--- config.mk ---
export PLATFORM = sky130hd
export DESIGN_NAME = bdpr_top
export DESIGN_NICKNAME = d
export VERILOG_FILES = /design/src/pkg/bdpr_pkg.sv /design/src/hdl/bdpr_sync.sv /design/src/hdl/bdpr_ahb_slave.sv /design/src/hdl/bdpr_top.sv
export SDC_FILE = /design/constraint.sdc
export NUM_CORES = 1
export LEC_CHECK = 0
export BUFFER_PORTS_ARGS = -buffer_cell sky130_fd_sc_hd__buf_2
export CORE_MARGIN = 5
export CORE_UTILIZATION = 38
export DETAILED_ROUTE_END_ITERATION = 16
export PLACE_DENSITY = 0.76
export SLEW_MARGIN = 20
export SYNTH_ARGS = -nofsm -noshare
export SYNTH_HDL_FRONTEND = slang
export SYNTH_SLANG_ARGS = --single-unit
--- constraint.sdc ---
create_clock -name hclk -period 1.3 [get_ports hclk]
set_clock_uncertainty 0.05 [all_clocks]
set_input_delay 0.13 -clock hclk [delete_from_list [all_inputs] [get_ports hclk]]
set_output_delay 0.13 -clock hclk [all_outputs]
set_load 0.005 [all_outputs]
--- src/pkg/bdpr_pkg.sv ---
// Shared constants and types of the bridge data parity reporting block
package bdpr_pkg;

	// Register byte offsets on the AHB-Lite slave
	localparam logic [7:0] BDPR_CTRL_OFS    = 8'h00;
	localparam logic [7:0] BDPR_STATUS_OFS  = 8'h04;
	localparam logic [7:0] BDPR_MASK_OFS    = 8'h08;
	localparam int         BDPR_ADDR_BITS   = 8;

	// Control register fields
	localparam int BDPR_CTRL_PRI_RESP   = 0;   // Primary parity error response enable
	localparam int BDPR_CTRL_SERR_EN    = 1;   // System error enable
	localparam int BDPR_CTRL_SEC_RESP   = 2;   // Secondary parity error response enable
	localparam int BDPR_CTRL_PW_DISABLE = 3;   // Posted write parity event disable
	localparam int BDPR_CTRL_BITS       = 4;
	localparam logic [3:0] BDPR_CTRL_RESET = 4'h0;

	// Status and mask register fields (same layout)
	localparam int BDPR_ST_SEC_MDP  = 0;       // Secondary master data parity detected
	localparam int BDPR_ST_SIG_SERR = 1;       // Signaled system error
	localparam int BDPR_ST_PRI_PERR = 2;       // Primary parity error line asserted
	localparam int BDPR_ST_SEC_PERR = 3;       // Secondary parity error line asserted
	localparam int BDPR_ST_BITS     = 4;
	localparam logic [3:0] BDPR_ST_RESET   = 4'h0;
	localparam logic [3:0] BDPR_MASK_RESET = 4'h0;

	// Transaction kinds reported by the bridge core
	localparam logic [1:0] BDPR_KIND_READ    = 2'h0;
	localparam logic [1:0] BDPR_KIND_POSTED  = 2'h1;
	localparam logic [1:0] BDPR_KIND_DELAYED = 2'h2;

	// Parity line indices
	localparam int BDPR_PRI   = 0;
	localparam int BDPR_SEC   = 1;
	localparam int BDPR_LINES = 2;

	// AHB constants and synchroniser depth
	localparam logic [1:0] BDPR_HTRANS_NONSEQ = 2'h2;
	localparam logic       BDPR_HRESP_OKAY    = 1'h0;
	localparam int         BDPR_SYNC_STAGES   = 2;

	// Parity error line drive sequence: low for one cycle, then high, then released
	typedef enum logic [1:0] {
		BDPR_PERR_IDLE,
		BDPR_PERR_LOW,
		BDPR_PERR_HIGH
	} bdpr_perr_state_t;

endpackage : bdpr_pkg

--- src/hdl/bdpr_sync.sv ---
// Two-flop synchroniser for asynchronous pin levels
`timescale 1ns/1ps
module bdpr_sync #(
	parameter int WIDTH = 1,
	parameter logic [WIDTH-1:0] RESET_VALUE = '1
) (
	input  wire logic             clk,      // Sampling clock
	input  wire logic             rst_n,    // Asynchronous reset, active low
	input  wire logic [WIDTH-1:0] d,        // Asynchronous levels
	output logic      [WIDTH-1:0] q         // Synchronised levels
);

	logic [WIDTH-1:0] meta;

	// First stage feeds only the second; idle PCI lines are high
	always_ff @(posedge clk or negedge rst_n) begin
		if (!rst_n) begin
			meta <= RESET_VALUE;
			q    <= RESET_VALUE;
		end else begin
			meta <= d;
			q    <= meta;
		end
	end

endmodule : bdpr_sync

--- src/hdl/bdpr_ahb_slave.sv ---
// AHB-Lite slave front end: address phase capture and data phase strobes
`timescale 1ns/1ps
module bdpr_ahb_slave (
	input  wire logic        hclk,       // Bus clock
	input  wire logic        hresetn,    // Asynchronous reset, active low
	input  wire logic        hsel,       // Slave select
	input  wire logic [31:0] haddr,      // Byte address
	input  wire logic [1:0]  htrans,     // Transfer type
	input  wire logic        hwrite,     // Write when high
	input  wire logic        hready,     // Bus ready in
	output logic             wr_en,      // Data phase write strobe
	output logic             rd_en,      // Data phase read strobe
	output logic [7:0]       dp_addr     // Data phase byte address
);

	logic dp_write;
	logic dp_valid;
	wire  ap_take = hsel & hready & htrans[1];

	// Capture each address phase; the slave never inserts waits
	always_ff @(posedge hclk or negedge hresetn) begin
		if (!hresetn) begin
			dp_valid <= 1'b0;
			dp_write <= 1'b0;
			dp_addr  <= 8'h00;
		end else if (hready) begin
			dp_valid <= ap_take;
			dp_write <= hwrite;
			dp_addr  <= haddr[bdpr_pkg::BDPR_ADDR_BITS-1:0];
		end
	end

	// Strobes last exactly the one data phase cycle
	assign wr_en = dp_valid & dp_write;
	assign rd_en = dp_valid & ~dp_write;

endmodule : bdpr_ahb_slave

--- src/hdl/bdpr_top.sv ---
// Data parity error reporting of a two-port bridge, with AHB-Lite registers
//
// The AHB-Lite register port and the register offsets were chosen for this implementation.
`timescale 1ns/1ps

// Operation
// - Master data parity bit only for transactions the bridge masters on secondary
// - Set it on seen secondary parity line or secondary parity error, downstream
// - Set it only while secondary parity response enable is one
// - Drive primary parity line only as write target or read initiator there
// - Assert primary parity line only with primary parity response enable
// - Primary parity error on upstream read, downstream posted or delayed write
// - Seen secondary line on downstream delayed write asserts primary line, both enables
// - Drive secondary line as write target or read initiator, secondary enable set
// - Secondary parity error on downstream read, upstream posted or delayed write
// - Seen primary line on upstream delayed write asserts secondary line, both enables
// - System error for parity only on posted writes reported by the target bus
// - No system error when the bridge itself found the error as target
// - System error for posted write parity needs both parity response enables
// - System error for posted write parity needs the system error enable
// - Raising the system error line also sets the signaled system error bit
// - Posted write event disable suppresses downstream posted write system error
module bdpr_top (
	input  wire logic        hclk,                           // Bus clock, 200 MHz
	input  wire logic        hresetn,                        // Async reset, active low
	input  wire logic        hsel,                           // AHB slave select
	input  wire logic [31:0] haddr,                          // AHB byte address
	input  wire logic [1:0]  htrans,                         // AHB transfer type
	input  wire logic        hwrite,                         // AHB write when high
	input  wire logic [2:0]  hsize,                          // AHB size, word only
	input  wire logic [31:0] hwdata,                         // AHB write data
	input  wire logic        hready,                         // AHB ready in
	output logic             hreadyout,                      // AHB ready out
	output logic             hresp,                          // AHB response
	output logic [31:0]      hrdata,                         // AHB read data
	input  wire logic        xfer_active,                    // Core: transaction in flight
	input  wire logic [1:0]  xfer_kind,                      // Core: read, posted, delayed
	input  wire logic        xfer_upstream,                  // Core: 1 upstream, 0 down
	input  wire logic        pri_parity_det,                 // Core: parity bad on primary
	input  wire logic        sec_parity_det,                 // Core: parity bad on secondary
	input  wire logic        primary_parity_error_n_in,      // Primary parity line pin
	output logic             primary_parity_error_n_out,     // Primary parity line drive
	output logic             primary_parity_error_n_oe,      // Primary parity line enable
	input  wire logic        secondary_parity_error_n_in,    // Secondary parity line pin
	output logic             secondary_parity_error_n_out,   // Secondary parity line drive
	output logic             secondary_parity_error_n_oe,    // Secondary parity line enable
	output logic             primary_system_error_n_out,     // System error drive, low
	output logic             primary_system_error_n_oe,      // System error enable
	output logic             irq                             // Interrupt, active high
);

	// Register file
	logic [bdpr_pkg::BDPR_CTRL_BITS-1:0] ctrl;
	logic [bdpr_pkg::BDPR_ST_BITS-1:0]   status;
	logic [bdpr_pkg::BDPR_ST_BITS-1:0]   mask;
	logic [bdpr_pkg::BDPR_ST_BITS-1:0]   next_status;

	// Bus front end
	logic       wr_en;
	logic       rd_en;
	logic [7:0] dp_addr;

	// Synchronised parity line levels
	logic [bdpr_pkg::BDPR_LINES-1:0] perr_pin_n;
	logic [bdpr_pkg::BDPR_LINES-1:0] perr_pin_sync_n;

	// Per-line drive sequencers
	bdpr_pkg::bdpr_perr_state_t perr_state [bdpr_pkg::BDPR_LINES];
	logic [bdpr_pkg::BDPR_LINES-1:0] perr_req;
	logic [bdpr_pkg::BDPR_LINES-1:0] perr_drive_low;
	logic [bdpr_pkg::BDPR_LINES-1:0] perr_drive;
	logic [bdpr_pkg::BDPR_LINES-1:0] perr_seen;
	logic [bdpr_pkg::BDPR_LINES-1:0] drive_d1;
	logic [bdpr_pkg::BDPR_LINES-1:0] drive_d2;

	// Self-detected posted write errors on the initiator bus
	logic self_detected;
	logic serr_pulse;

	bdpr_ahb_slave u_slave (
		.hclk    (hclk),
		.hresetn (hresetn),
		.hsel    (hsel),
		.haddr   (haddr),
		.htrans  (htrans),
		.hwrite  (hwrite),
		.hready  (hready),
		.wr_en   (wr_en),
		.rd_en   (rd_en),
		.dp_addr (dp_addr)
	);

	assign perr_pin_n[bdpr_pkg::BDPR_PRI] = primary_parity_error_n_in;
	assign perr_pin_n[bdpr_pkg::BDPR_SEC] = secondary_parity_error_n_in;

	// Pins come from the PCI clock domains, so they are synchronised first
	bdpr_sync #(
		.WIDTH       (bdpr_pkg::BDPR_LINES),
		.RESET_VALUE ('1)
	) u_sync (
		.clk   (hclk),
		.rst_n (hresetn),
		.d     (perr_pin_n),
		.q     (perr_pin_sync_n)
	);

	// Decoded enables from the control register
	wire pri_resp_en   = ctrl[bdpr_pkg::BDPR_CTRL_PRI_RESP];
	wire sec_resp_en   = ctrl[bdpr_pkg::BDPR_CTRL_SEC_RESP];
	wire serr_en       = ctrl[bdpr_pkg::BDPR_CTRL_SERR_EN];
	wire pw_disable    = ctrl[bdpr_pkg::BDPR_CTRL_PW_DISABLE];

	// Transaction classification
	wire is_read       = xfer_kind == bdpr_pkg::BDPR_KIND_READ;
	wire is_posted     = xfer_kind == bdpr_pkg::BDPR_KIND_POSTED;
	wire is_delayed    = xfer_kind == bdpr_pkg::BDPR_KIND_DELAYED;
	wire is_write      = is_posted | is_delayed;
	wire is_down       = ~xfer_upstream;
	wire is_up         = xfer_upstream;
	wire known_kind    = is_read | is_write;
	wire xfer_ok       = xfer_active & known_kind;

	// Own drive delayed by the sync stages: the pin level read here lags the drive
	// by two cycles, so the bridge's own low must be matched against that history
	always_ff @(posedge hclk or negedge hresetn) begin
		if (!hresetn) begin
			drive_d1 <= '0;
			drive_d2 <= '0;
		end else begin
			drive_d1 <= perr_drive;
			drive_d2 <= drive_d1;
		end
	end

	// A line driven by the bridge itself is not counted as another agent's report
	assign perr_seen[bdpr_pkg::BDPR_PRI] = ~perr_pin_sync_n[bdpr_pkg::BDPR_PRI]
		& ~drive_d2[bdpr_pkg::BDPR_PRI];
	assign perr_seen[bdpr_pkg::BDPR_SEC] = ~perr_pin_sync_n[bdpr_pkg::BDPR_SEC]
		& ~drive_d2[bdpr_pkg::BDPR_SEC];

	wire p_seen = perr_seen[bdpr_pkg::BDPR_PRI] & xfer_ok;
	wire s_seen = perr_seen[bdpr_pkg::BDPR_SEC] & xfer_ok;
	wire p_det  = pri_parity_det & xfer_ok;
	wire s_det  = sec_parity_det & xfer_ok;

	// Bridge is master on secondary exactly for downstream transactions
	wire sec_master = is_down;

	// Secondary master data parity detected event
	wire ev_sec_mdp = sec_master & sec_resp_en & (s_seen | s_det);

	// Bridge as write target or read initiator on the primary bus
	wire pri_perr_role = (is_up & is_read) | (is_down & is_write);

	// Primary line: own detection or forwarded delayed write completion report
	wire pri_own_err = pri_perr_role & p_det;
	wire pri_fwd_err = is_down & is_delayed & s_seen & sec_resp_en;
	assign perr_req[bdpr_pkg::BDPR_PRI] = pri_resp_en
		& (pri_own_err | pri_fwd_err);

	// Bridge as write target or read initiator on the secondary bus
	wire sec_perr_role = (is_down & is_read) | (is_up & is_write);

	// Secondary line: own detection or forwarded delayed write completion report
	wire sec_own_err = sec_perr_role & s_det;
	wire sec_fwd_err = is_up & is_delayed & p_seen & pri_resp_en;
	assign perr_req[bdpr_pkg::BDPR_SEC] = sec_resp_en
		& (sec_own_err | sec_fwd_err);

	// Initiator-bus detection of a posted write marks the error as already known
	wire self_det_now = is_posted & ((is_up & s_det) | (is_down & p_det));

	// Remember self detection for the rest of the transaction
	always_ff @(posedge hclk or negedge hresetn) begin
		if (!hresetn) begin
			self_detected <= 1'b0;
		end else begin
			self_detected <= xfer_active & (self_detected | self_det_now);
		end
	end

	// Target bus reports on posted writes only; reads and delayed writes never count
	wire serr_up   = is_up & p_seen;
	wire serr_down = is_down & s_seen & ~pw_disable;
	wire serr_src  = is_posted & (serr_up | serr_down);
	wire serr_known = self_detected | self_det_now;
	wire serr_resp = pri_resp_en & sec_resp_en;
	wire ev_serr   = serr_src & ~serr_known & serr_resp & serr_en;

	// One-cycle system error pulse per reported event
	always_ff @(posedge hclk or negedge hresetn) begin
		if (!hresetn) begin
			serr_pulse <= 1'b0;
		end else begin
			serr_pulse <= ev_serr;
		end
	end

	// Open-drain system error: enable only while pulling low
	assign primary_system_error_n_out = 1'b0;
	assign primary_system_error_n_oe  = serr_pulse;

	// Parity lines: drive low for one cycle, then high for one, then release.
	// The high cycle returns the shared line to its idle level before letting go.
	genvar g;
	generate
		for (g = 0; g < bdpr_pkg::BDPR_LINES; g++) begin : g_perr
			always_ff @(posedge hclk or negedge hresetn) begin
				if (!hresetn) begin
					perr_state[g] <= bdpr_pkg::BDPR_PERR_IDLE;
				end else begin
					unique case (perr_state[g])
						bdpr_pkg::BDPR_PERR_IDLE: begin
							if (perr_req[g]) begin
								perr_state[g] <= bdpr_pkg::BDPR_PERR_LOW;
							end
						end
						bdpr_pkg::BDPR_PERR_LOW: begin
							perr_state[g] <= bdpr_pkg::BDPR_PERR_HIGH;
						end
						bdpr_pkg::BDPR_PERR_HIGH: begin
							if (perr_req[g]) begin
								perr_state[g] <= bdpr_pkg::BDPR_PERR_LOW;
							end else begin
								perr_state[g] <= bdpr_pkg::BDPR_PERR_IDLE;
							end
						end
						default: begin
							perr_state[g] <= bdpr_pkg::BDPR_PERR_IDLE;
						end
					endcase
				end
			end

			assign perr_drive_low[g] = perr_state[g] == bdpr_pkg::BDPR_PERR_LOW;
			assign perr_drive[g]     = perr_state[g] != bdpr_pkg::BDPR_PERR_IDLE;
		end
	endgenerate

	// Parity line pins
	assign primary_parity_error_n_out   = ~perr_drive_low[bdpr_pkg::BDPR_PRI];
	assign primary_parity_error_n_oe    = perr_drive[bdpr_pkg::BDPR_PRI];
	assign secondary_parity_error_n_out = ~perr_drive_low[bdpr_pkg::BDPR_SEC];
	assign secondary_parity_error_n_oe  = perr_drive[bdpr_pkg::BDPR_SEC];

	// Register address decode
	wire sel_ctrl   = dp_addr == bdpr_pkg::BDPR_CTRL_OFS;
	wire sel_status = dp_addr == bdpr_pkg::BDPR_STATUS_OFS;
	wire sel_mask   = dp_addr == bdpr_pkg::BDPR_MASK_OFS;

	wire wr_ctrl   = wr_en & sel_ctrl;
	wire wr_status = wr_en & sel_status;
	wire wr_mask   = wr_en & sel_mask;

	// Hardware events feeding the sticky status bits
	wire [bdpr_pkg::BDPR_ST_BITS-1:0] status_set;
	assign status_set[bdpr_pkg::BDPR_ST_SEC_MDP]  = ev_sec_mdp;
	assign status_set[bdpr_pkg::BDPR_ST_SIG_SERR] = serr_pulse;
	assign status_set[bdpr_pkg::BDPR_ST_PRI_PERR] = perr_drive_low[bdpr_pkg::BDPR_PRI];
	assign status_set[bdpr_pkg::BDPR_ST_SEC_PERR] = perr_drive_low[bdpr_pkg::BDPR_SEC];

	// Write one to clear; a set in the same cycle wins so no event is lost
	wire [bdpr_pkg::BDPR_ST_BITS-1:0] status_clr =
		wr_status ? hwdata[bdpr_pkg::BDPR_ST_BITS-1:0] : '0;

	always_comb begin
		next_status = (status & ~status_clr) | status_set;
	end

	// Control, status and mask registers
	always_ff @(posedge hclk or negedge hresetn) begin
		if (!hresetn) begin
			ctrl   <= bdpr_pkg::BDPR_CTRL_RESET;
			status <= bdpr_pkg::BDPR_ST_RESET;
			mask   <= bdpr_pkg::BDPR_MASK_RESET;
		end else begin
			status <= next_status;
			if (wr_ctrl) begin
				ctrl <= hwdata[bdpr_pkg::BDPR_CTRL_BITS-1:0];
			end
			if (wr_mask) begin
				mask <= hwdata[bdpr_pkg::BDPR_ST_BITS-1:0];
			end
		end
	end

	// Level interrupt while any unmasked status bit stands; mask bit 1 enables
	assign irq = |(status & mask);

	// Read mux; unmapped offsets read as zero with an OKAY answer
	wire [31:0] rd_ctrl   = {{(32 - bdpr_pkg::BDPR_CTRL_BITS){1'b0}}, ctrl};
	wire [31:0] rd_status = {{(32 - bdpr_pkg::BDPR_ST_BITS){1'b0}}, status};
	wire [31:0] rd_mask   = {{(32 - bdpr_pkg::BDPR_ST_BITS){1'b0}}, mask};

	assign hrdata = !rd_en     ? 32'h00000000 :
	                sel_ctrl   ? rd_ctrl :
	                sel_status ? rd_status :
	                sel_mask   ? rd_mask : 32'h00000000;

	// Zero wait states: every access completes in its first data phase cycle
	assign hreadyout = 1'b1;
	assign hresp     = bdpr_pkg::BDPR_HRESP_OKAY;

endmodule : bdpr_top

== Word-level counts from Yosys, hierarchy flattened ==
Cells that the tools add are included.

* Register bits: 36
* Input bits: 82
* Word-level logic and storage cells: 108
* Output and inout bits: 41

* Muxes and demuxes: 11
* Equal/unequal tests: 10
* Reductions and logical operators: 7
* Bitwise gates (word level): 66

{| class="wikitable"
|+ Operators by type and width
! kind !! number
|-
| AND 1 bit || 42
|-
| two-way mux 4 bit || 5
|-
| one-hot mux 2 bit (3 select lines) || 2
|-
| NOT 1 bit || 10
|-
| OR 1 bit || 10
|-
| AND 4 bit || 2
|-
| == test 8 x 3 -> 1 bit, second input constant || 1
|-
| == test 8 x 4 -> 1 bit, second input constant || 1
|-
| logical NOT 8 bit || 1
|-
| == test 2 x 1 -> 1 bit, second input constant || 3
|-
| == test 2 bit, second input constant || 3
|-
| logical NOT 2 bit || 3
|-
| two-way mux 2 bit || 2
|-
| != test 2 bit, second input constant || 2
|-
| NOT 4 bit || 1
|-
| OR 4 bit || 1
|-
| nonzero test 2 bit || 2
|-
| OR reduction 4 bit || 1
|-
| two-way mux 1 bit || 2
|}

== Logic depth before layout (Yosys ltp) ==
Gate-level depths: netlist (run 1).

* Depth after elaboration: 13
* Mapped depth: 5
* Depth with buffers taken out: 5

== By module ==
Synthesis (run 1) repeated with hierarchy kept, for this count alone.

* Cells, all modules: 167
* Area total of the unflattened synthesis: 1910.6 µm²

{| class="wikitable"
|+ By module, submodules not included
! module !! times used !! seq. area each (µm²) !! cells each !! area each (µm²)
|-
| bdpr_top || 1 || 550.5 || 138 || 1388.8
|-
| bdpr_ahb_slave || 1 || 250.2 || 25 || 416.6
|-
| bdpr_sync || 1 || 105.1 || 4 || 105.1
|}

== Least setup slack after synthesis (run 1) ==
No wires, ideal clock.

* Path type: reg2reg
* Start: register u_slave.dp_addr[7]
* End: register ctrl[0] (netlist bit)
* Clock period less this slack: 1.487 ns
* Stages on the path, launching flop included: 4
* Buffers on the path: 0
* Arrival: 1.312 ns
* Path slack: -0.187 ns
* Required time: 1.125 ns
* Library setup time: 0.125 ns
* Path through: dfrtp_1 > nor4_4 > nand4_1 > mux2_2

* Cells in the longest elaborated chain, start to end: 2

{| class="wikitable"
|+ RTL lines
! what !! line !! text
|-
| from (decl) || bdpr_ahb_slave.sv:13 || <nowiki>output logic [7:0] dp_addr</nowiki>
|-
| from (signal assigned) || bdpr_ahb_slave.sv:29 || <nowiki>dp_addr <= haddr[bdpr_pkg::BDPR_ADDR_BITS-1:0];</nowiki>
|-
| logical NOT 8 bit || bdpr_top.sv:247 || <nowiki>wire sel_ctrl = dp_addr == bdpr_pkg::BDPR_CTRL_OFS;</nowiki>
|-
| AND 1 bit || bdpr_top.sv:251 || <nowiki>wire wr_ctrl = wr_en & sel_ctrl;</nowiki>
|-
| to (signal assigned) || bdpr_top.sv:273 || <nowiki>ctrl <= bdpr_pkg::BDPR_CTRL_RESET;</nowiki>
|-
| to (signal assigned) || bdpr_top.sv:279 || <nowiki>ctrl <= hwdata[bdpr_pkg::BDPR_CTRL_BITS-1:0];</nowiki>
|-
| to (decl) || bdpr_top.sv:53 || <nowiki>logic [bdpr_pkg::BDPR_CTRL_BITS-1:0] ctrl;</nowiki>
|}

Every way passes these cells.
A chain may end at the register's enable or synchronous reset.

== Worst setup path in the final report (run 1) ==
* Start: register u_slave.dp_addr[2]
* End: output port hrdata[3]

* Cells in the longest elaborated chain, start to end: 5
* Elaborated cells between the ends (all ways): 7
* Those cells by class: eq/ne (2); mux (4); reduce/logical (1)

{| class="wikitable"
|+ RTL lines
! what !! line !! text
|-
| == test 8 x 4 -> 1 bit || bdpr_top.sv:249 || <nowiki>wire sel_mask = dp_addr == bdpr_pkg::BDPR_MASK_OFS;</nowiki>
|-
| two-way mux 4 bit || bdpr_top.sv:298 || <nowiki>sel_mask ? rd_mask : 32'h00000000;</nowiki>
|-
| two-way mux 4 bit || bdpr_top.sv:297 || <nowiki>sel_status ? rd_status :</nowiki>
|-
| two-way mux 4 bit (*) || bdpr_top.sv:296 || <nowiki>sel_ctrl ? rd_ctrl :</nowiki>
|-
| two-way mux 4 bit (*) || bdpr_top.sv:295 || <nowiki>assign hrdata = !rd_en ? 32'h00000000 :</nowiki>
|-
| to (decl) || bdpr_top.sv:35 || <nowiki>output logic [31:0] hrdata,</nowiki>
|}

Mark *: on every way between the ends. The rest lies on a longest branch, timed or not.

==> flow_summary.toml, run 1 <==
[run_status]
status = "finished with violations"
violations = "negative setup slack"

[logic_synthesis]
seq_area_frac_synth_pct = 48.5
yosys.area.top_type = "dfrtp_1"
syn_inst = 164
synthArstFlopShare_pct = 100
synth-warning-count = 0
synth_area_um2 = 1870
synth_edf_count = 0
synthTopCellsByCount = "dfrtp_1, buf_4, mux2_2"
synth_top_area_share_pct = 42.9
synth_ff_type = "dfrtp_1"
syn_area_per_cell_um2 = 11.4
synth-seq-cells = 36
synthTopCellsByArea = "dfrtp_1, buf_4, mux2_2"
yosysMostFrequentCell = "dfrtp_1"
yosysUniqueCellTypes = 31

[cells_and_area]
fin_cells = 291
fill_cells = 467
drive_above_1_share_pct = 44.2
syn_to_final_growth_pct = 24.7
diodes = 0
fin_util_pct = 48.9
nets = 309

[timing]
grt_setup_unrepaired = "true"
holdWs_ns = 0.0239
fin_crit_sh_pct = 133
setup_viol = 16
fmax_ghz = 0.577
hold_viol_final = 0
min_period_ns = 1.73
setup_slack_ns = -0.432
finalMaxSlewViolations = 0

[detailed_routing]
wl_met1_mm = 1.59
top_layer_used = "met4"
wirelength_mm = 3.77
via_count = 1322
wl_met2_mm = 1.85
via_per_inst = 4.54
drtIter0Drc = 52
postRouteAntennaNets = 0
met3_length_um = 240
drc = 0
first_pass_iters = 4
routedWlPerCell_um = 13.0

[global_routing]
grt_max_degree = 22
grt_pass1_vias = 1308
antenna_found_initial = 0
grt_usage_pct = 12.0
grt_overflow = 0
grt_pass1_wl_mm = 5.93

[setup_path]
cp.arrival_ns = 1.55
rr_worst_depth = 4
cp-startpoint = "u_slave.dp_addr[2]"
r2r_end = "mask[2]"
cp_slowest_cell = "dfrtp_2"
crit_type = "reg2out"
crit_chain = "nor2b_1, buf_4, nand2_1, a21oi_4, buf_2"
critical_path_peak_fanout = 7
end_kind = "output pin"
crit_end = "hrdata[3]"
r2r_slack_ns = -0.33
cp-start-kind = "flip-flop"
cp_slowest_stage_delay_ns = 0.48
crit-reg2reg-launch = "u_slave.dp_addr[7]"
cp_data_required_time_ns = 1.12

[placement]
io_buffer_count = 35
dp_hpwl_mm = 2.91
dp_cells = 277
post-place-ws_ns = -0.265
place_congestion = 0.796

[floorplan]
fp.dieW_um = 80.1
die_y_um = 80.1
core_area_um2 = 4750
rows = 25
die_area_um2 = 6410
io_pins = 123
start_util_pct = 39.3

[power_and_ir_drop]
power.internal_mw = 1.86
peakVddDrop_mv = 0.719
seq_power_share_pct = 51.6
combPwrFrac_pct = 16.5
power_leakage_nw = 1.12
p_per_area_nw_per_um2 = 1070
clock_power_share_pct = 31.9
p_total_mw = 2.48
swShare_pct = 24.9
power.switching_uw = 618

[cts]
clock-sinks = 36
htreeDepth = 2
cts_root_buffer = "clkbuf_8"
cts_buffers = 5
clk_pin_slew_ns = 0.07
clk_latency_ns = 0.28
cts_buffer_depth = 2
cts_tree = "built"

[hold_path]
hp-class = "in2reg"

[run]
drv_cap = 0
-- area by class of cell --
| type | instances | area, µm² | area share [%] |
|---|---|---|---|
| multi-input cells | 119 | 856 | 36.8 |
| inverters | 5 | 18.8 | 0.806 |
| repair buffers | 56 | 372 | 16.0 |
| flip-flops and latches | 36 | 907 | 39.0 |
| clock buffers | 8 | 90.1 | 3.87 |
| well taps | 67 | 83.8 | 3.60 |
-- power by group through the flow --
| stage | clock, mW | sequential, mW | combinational, mW |
|---|---|---|---|
| 2_1_floorplan | 0 | 1.27 | 0.273 |
| 3_3_place_gp | 0 | 1.29 | 0.363 |
| 3_5_place_dp | 0 | 1.29 | 0.374 |
| 4_1_cts | 0.822 | 1.27 | 0.397 |
| 5_1_grt | 0.877 | 1.29 | 0.459 |
| 6_report | 0.791 | 1.28 | 0.410 |
-- critical path: cells and delay by family, from the launching register on --
kind	cells	cell delay (ns)
DFF	1	0.48
and+or+nand+nor	2	0.33
buffers and inverters	2	0.30
AOI/OAI and AO/OA	1	0.16
-- per-stage QoR --
step	cell area, µm²	TNS (ns)
3_5_place_dp	2130	-2.80
6_report	2330	-4.41
5_1_grt	2330	-5.66
2_1_floorplan	1990	-1.80
4_1_cts	2300	-4.45
3_3_place_gp	2130	-2.52
-- state kept, by name (all words and copies together), names as in the netlist, 2 cells and up --
signal,count
ctrl,4
drive_d1,2
drive_d2,2
mask,4
perr_state,4
status,4
u_slave.dp_addr,8
u_sync.meta,2
u_sync.q,2
-- layer usage --
| layer | up-vias | GRT usage (%) |
|---|---|---|
| met4 | 0 | 5.41 |
| met3 | 9 | 3.48 |
| met1 | 637 | 15.3 |
| li1 | 624 | - |
| met5 | - | 0 |
| met2 | 52 | 18.6 |
-- cell usage in the layout (no fill, tap or decap), types with 2 or more instances in the layout --
master	n
buf_2	35
conb_1	31
dfrtp_1	31
mux2_2	19
buf_4	12
nand4_1	9
clkbuf_8	6
or2_2	5
inv_1	5
nand2_1	5
buf_6	5
nor2_1	4
mux2i_1	4
nand3_1	4
ha_1	4
dfstp_2	4
a21o_1	3
nor2b_1	3
a21oi_2	3
a21oi_1	3
dlygate4sd3_1	3
or2_4	2
and2_1	2
nand2b_1	2
clkbuf_1	2
-- worst min path at each step --
stage	slack, ns	endpoint	startpoint	cells after the start
CTS	0.01	u_slave.dp_addr[2]	haddr[2]	2
detailed placement	0.009	u_slave.dp_addr[4]	hresetn	1
floorplan	-0.22	ctrl[0]	hresetn	0
global route	0.02	u_slave.dp_write	hwrite	2
global placement	0.008	u_slave.dp_addr[7]	hresetn	1
finish	0.02	u_slave.dp_addr[2]	haddr[2]	2
-- timing repair --
| action | 4_1_cts | 5_1_grt |
|---|---|---|
| endpoints found under the setup margin | 20 | 19 |
| cloned | 0 | 0 |
| buffers inserted | 4 | 0 |
| pin swaps | 7 | 3 |
| hold buffers | 3 | 0 |
| endpoints found under the hold margin | 17 | 0 |
| resized for setup | 9 | 6 |
-- logic make-up (layout without fill, tap and decap cells) --
| kind of cell | count (synthesis) | after routing | share of synthesized area [%] |
|---|---|---|---|
| other | 2 | 31 | 0.402 |
| AO/OA/AOI/OAI | 16 | 16 | 5.56 |
| adder cells (fa/ha/maj) | 4 | 4 | 2.68 |
| multiplexers | 24 | 24 | 14.2 |
| AND/OR/NAND/NOR | 44 | 44 | 14.7 |
| buffers and inverters | 38 | 69 | 13.9 |
| flip-flops | 36 | 36 | 48.5 |
(Power assumes the default switching activity.)
==> inputs of run 2 (changes only) <==
- CORE_UTILIZATION: 38 -> 39
- CTS_BUF_LIST: default -> sky130_fd_sc_hd__clkbuf_2
- PLACE_DENSITY: 0.76 -> 0.78
==> run 2 against run 1 <==
The run still ends with negative setup slack left. Fmax fell by 5.7%. Register-to-register slack barely moved. Sequential cell count did not move. Cell count rose by 2.1%. First-iteration DRC count fell by 23%. Critical path type unchanged. Total power fell by 1.5%. Wire length rose by 8.0%. Global-route usage rose by 1.7 points. Cell area rose by 6.4%. Critical path depth did not move.
==> flow_summary.toml, run 2 (synthesis gave the netlist of run 1 again) <==
[placement]
place_congestion = 0.788
io_buffer_count = 35
dp_hpwl_mm = 2.92

[global_routing]
antenna_found_initial = 0
grt_overflow = 0
grt_max_degree = 22
grt_usage_pct = 13.6
grt_pass1_vias = 1434
grt_pass1_wl_mm = 6.76

[setup_path]
cp_slowest_cell = "dfrtp_1"
crit_type = "reg2out"
r2r_end = "mask[1]"
crit-reg2reg-launch = "u_slave.dp_addr[7]"
cp_slowest_stage_delay_ns = 0.45
path_buf_inv = 2
cp_data_required_time_ns = 1.12
cp.arrival_ns = 1.66
critical_path_peak_fanout = 4
cpLargestDelayFamily = "flip-flops"
rr_worst_depth = 4
cp-start-kind = "flip-flop"
r2r_slack_ns = -0.33
crit_chain = "nor4_4, nand4b_1, buf_4, a21oi_2, buf_2"
end_kind = "output pin"

[timing]
setup_tns_ns = -5.30
setup_slack_ns = -0.537
fmax_ghz = 0.544
setup_viol = 22
min_period_ns = 1.84
finalMaxSlewViolations = 0
grt_setup_unrepaired = "true"
hold_viol_final = 0
fin_crit_sh_pct = 141

[detailed_routing]
drtIter0Drc = 40
first_pass_iters = 4
routedWlPerCell_um = 13.7
via_count = 1415
drc = 0
wirelength_mm = 4.07
via_per_inst = 4.76
postRouteAntennaNets = 0

[cts]
cts_tree = "built"
clk_pin_slew_ns = 0.19
cts_root_buffer = "clkbuf_2"
htreeDepth = 2
cts_buffers = 5
cts_buffer_depth = 2
clk_latency_ns = 0.38
clock-sinks = 36

[floorplan]
die_area_um2 = 6270
core_area_um2 = 4690
rows = 25
die_y_um = 79.2
start_util_pct = 39.8
io_pins = 123
fp.dieW_um = 79.2

[run_status]
status = "finished with violations"
violations = "negative setup slack"

[cells_and_area]
diodes = 0
syn_to_final_growth_pct = 32.6
multi_input_area_um2 = 852
top_register = "u_slave.dp_addr"
largest_register_ffs = 8
final_common_cell = "buf_2"
layout_common_cells = "buf_2, conb_1, dfrtp_1"
regArea_um2 = 907
fill_cells = 409
nets = 328
drive_above_1_share_pct = 42.4

[hold_path]
worstHoldStart = "xfer_upstream"
min_to = "perr_state[0]"
hp-class = "in2reg"
hold_path_depth = 4

[run]
drv_cap = 0

[power_and_ir_drop]
power_leakage_nw = 1.19
p_per_area_nw_per_um2 = 986
p_total_mw = 2.44
peakVddDrop_mv = 0.803
[run 2: area by class of cell]
class                      instances  share of cell area, %
clock buffer                       5                   1.01
clock inverter                     3                   1.72
inverter                           5                  0.758
multi-input combinational        119                   34.4
sequential                        36                   36.6
tap                               54                   2.73
timing repair buffer              75                   22.7
[run 2: how the worst max path moves through the flow]
stage,startpoint,end,slack [ns],cells after the start
after floorplan,u_slave.dp_addr[7],ctrl[0],-0.18,3
final,u_slave.dp_addr[7],hrdata[3],-0.54,5
after detailed placement,u_slave.dp_addr[7],mask[3],-0.26,4
after CTS,u_slave.dp_addr[0],hrdata[3],-0.58,5
after global routing,u_slave.dp_addr[7],hrdata[2],-0.67,5
after global placement,u_slave.dp_addr[7],mask[0],-0.21,4
[run 2: what timing repair did]
action | CTS | global route
buffers inserted | 4 | 2
hold buffers | 21 | 0
hold endpoints to repair | 60 | 0
setup endpoints to repair | 21 | 22
gates resized for setup | 12 | 4
pin swaps | 12 | 6
[run 2: worst reg2reg max path, stage by stage, from the launching register on]
cell	delay (ns)
dfrtp_1	0.45
nor4_4	0.29
buf_4	0.17
nand4_1	0.22
mux2_4	0.36
[run 2: per-stage QoR]
step | util, % | cells | area (µm²) | setup slack [ns] | hold WS, ns
after floorplan | - | 193 | 1990 | -0.182 | -0.216
after global placement | 45.4 | 266 | 2130 | -0.209 | 0.00824
after detailed placement | 45.4 | 266 | 2130 | -0.264 | 0.00899
after CTS | 52.6 | 297 | 2470 | -0.577 | 0.0639
after global routing | 52.8 | 297 | 2480 | -0.673 | 0.0676
final | 52.8 | 297 | 2480 | -0.537 | 0.0837
[run 2: power breakdown]
part           internal [mW]  switching, mW  total, mW
sequential              1.21         0.0664       1.27
clock                  0.321          0.392      0.714
combinational          0.257          0.197      0.454
total                   1.79          0.656       2.44
[run 2: routing by layer]
metal | share of wire, % | vias to the layer above | GRT usage [%] | routed length, µm
li1 | - | 660 | - | -
met1 | 44 | 688 | 17.6 | 1780
met2 | 48 | 60 | 22.3 | 1960
met3 | 7.0 | 7 | 3.97 | 283
met4 | 1.1 | 0 | 3.61 | 45
met5 | 0 | - | 0 | 0
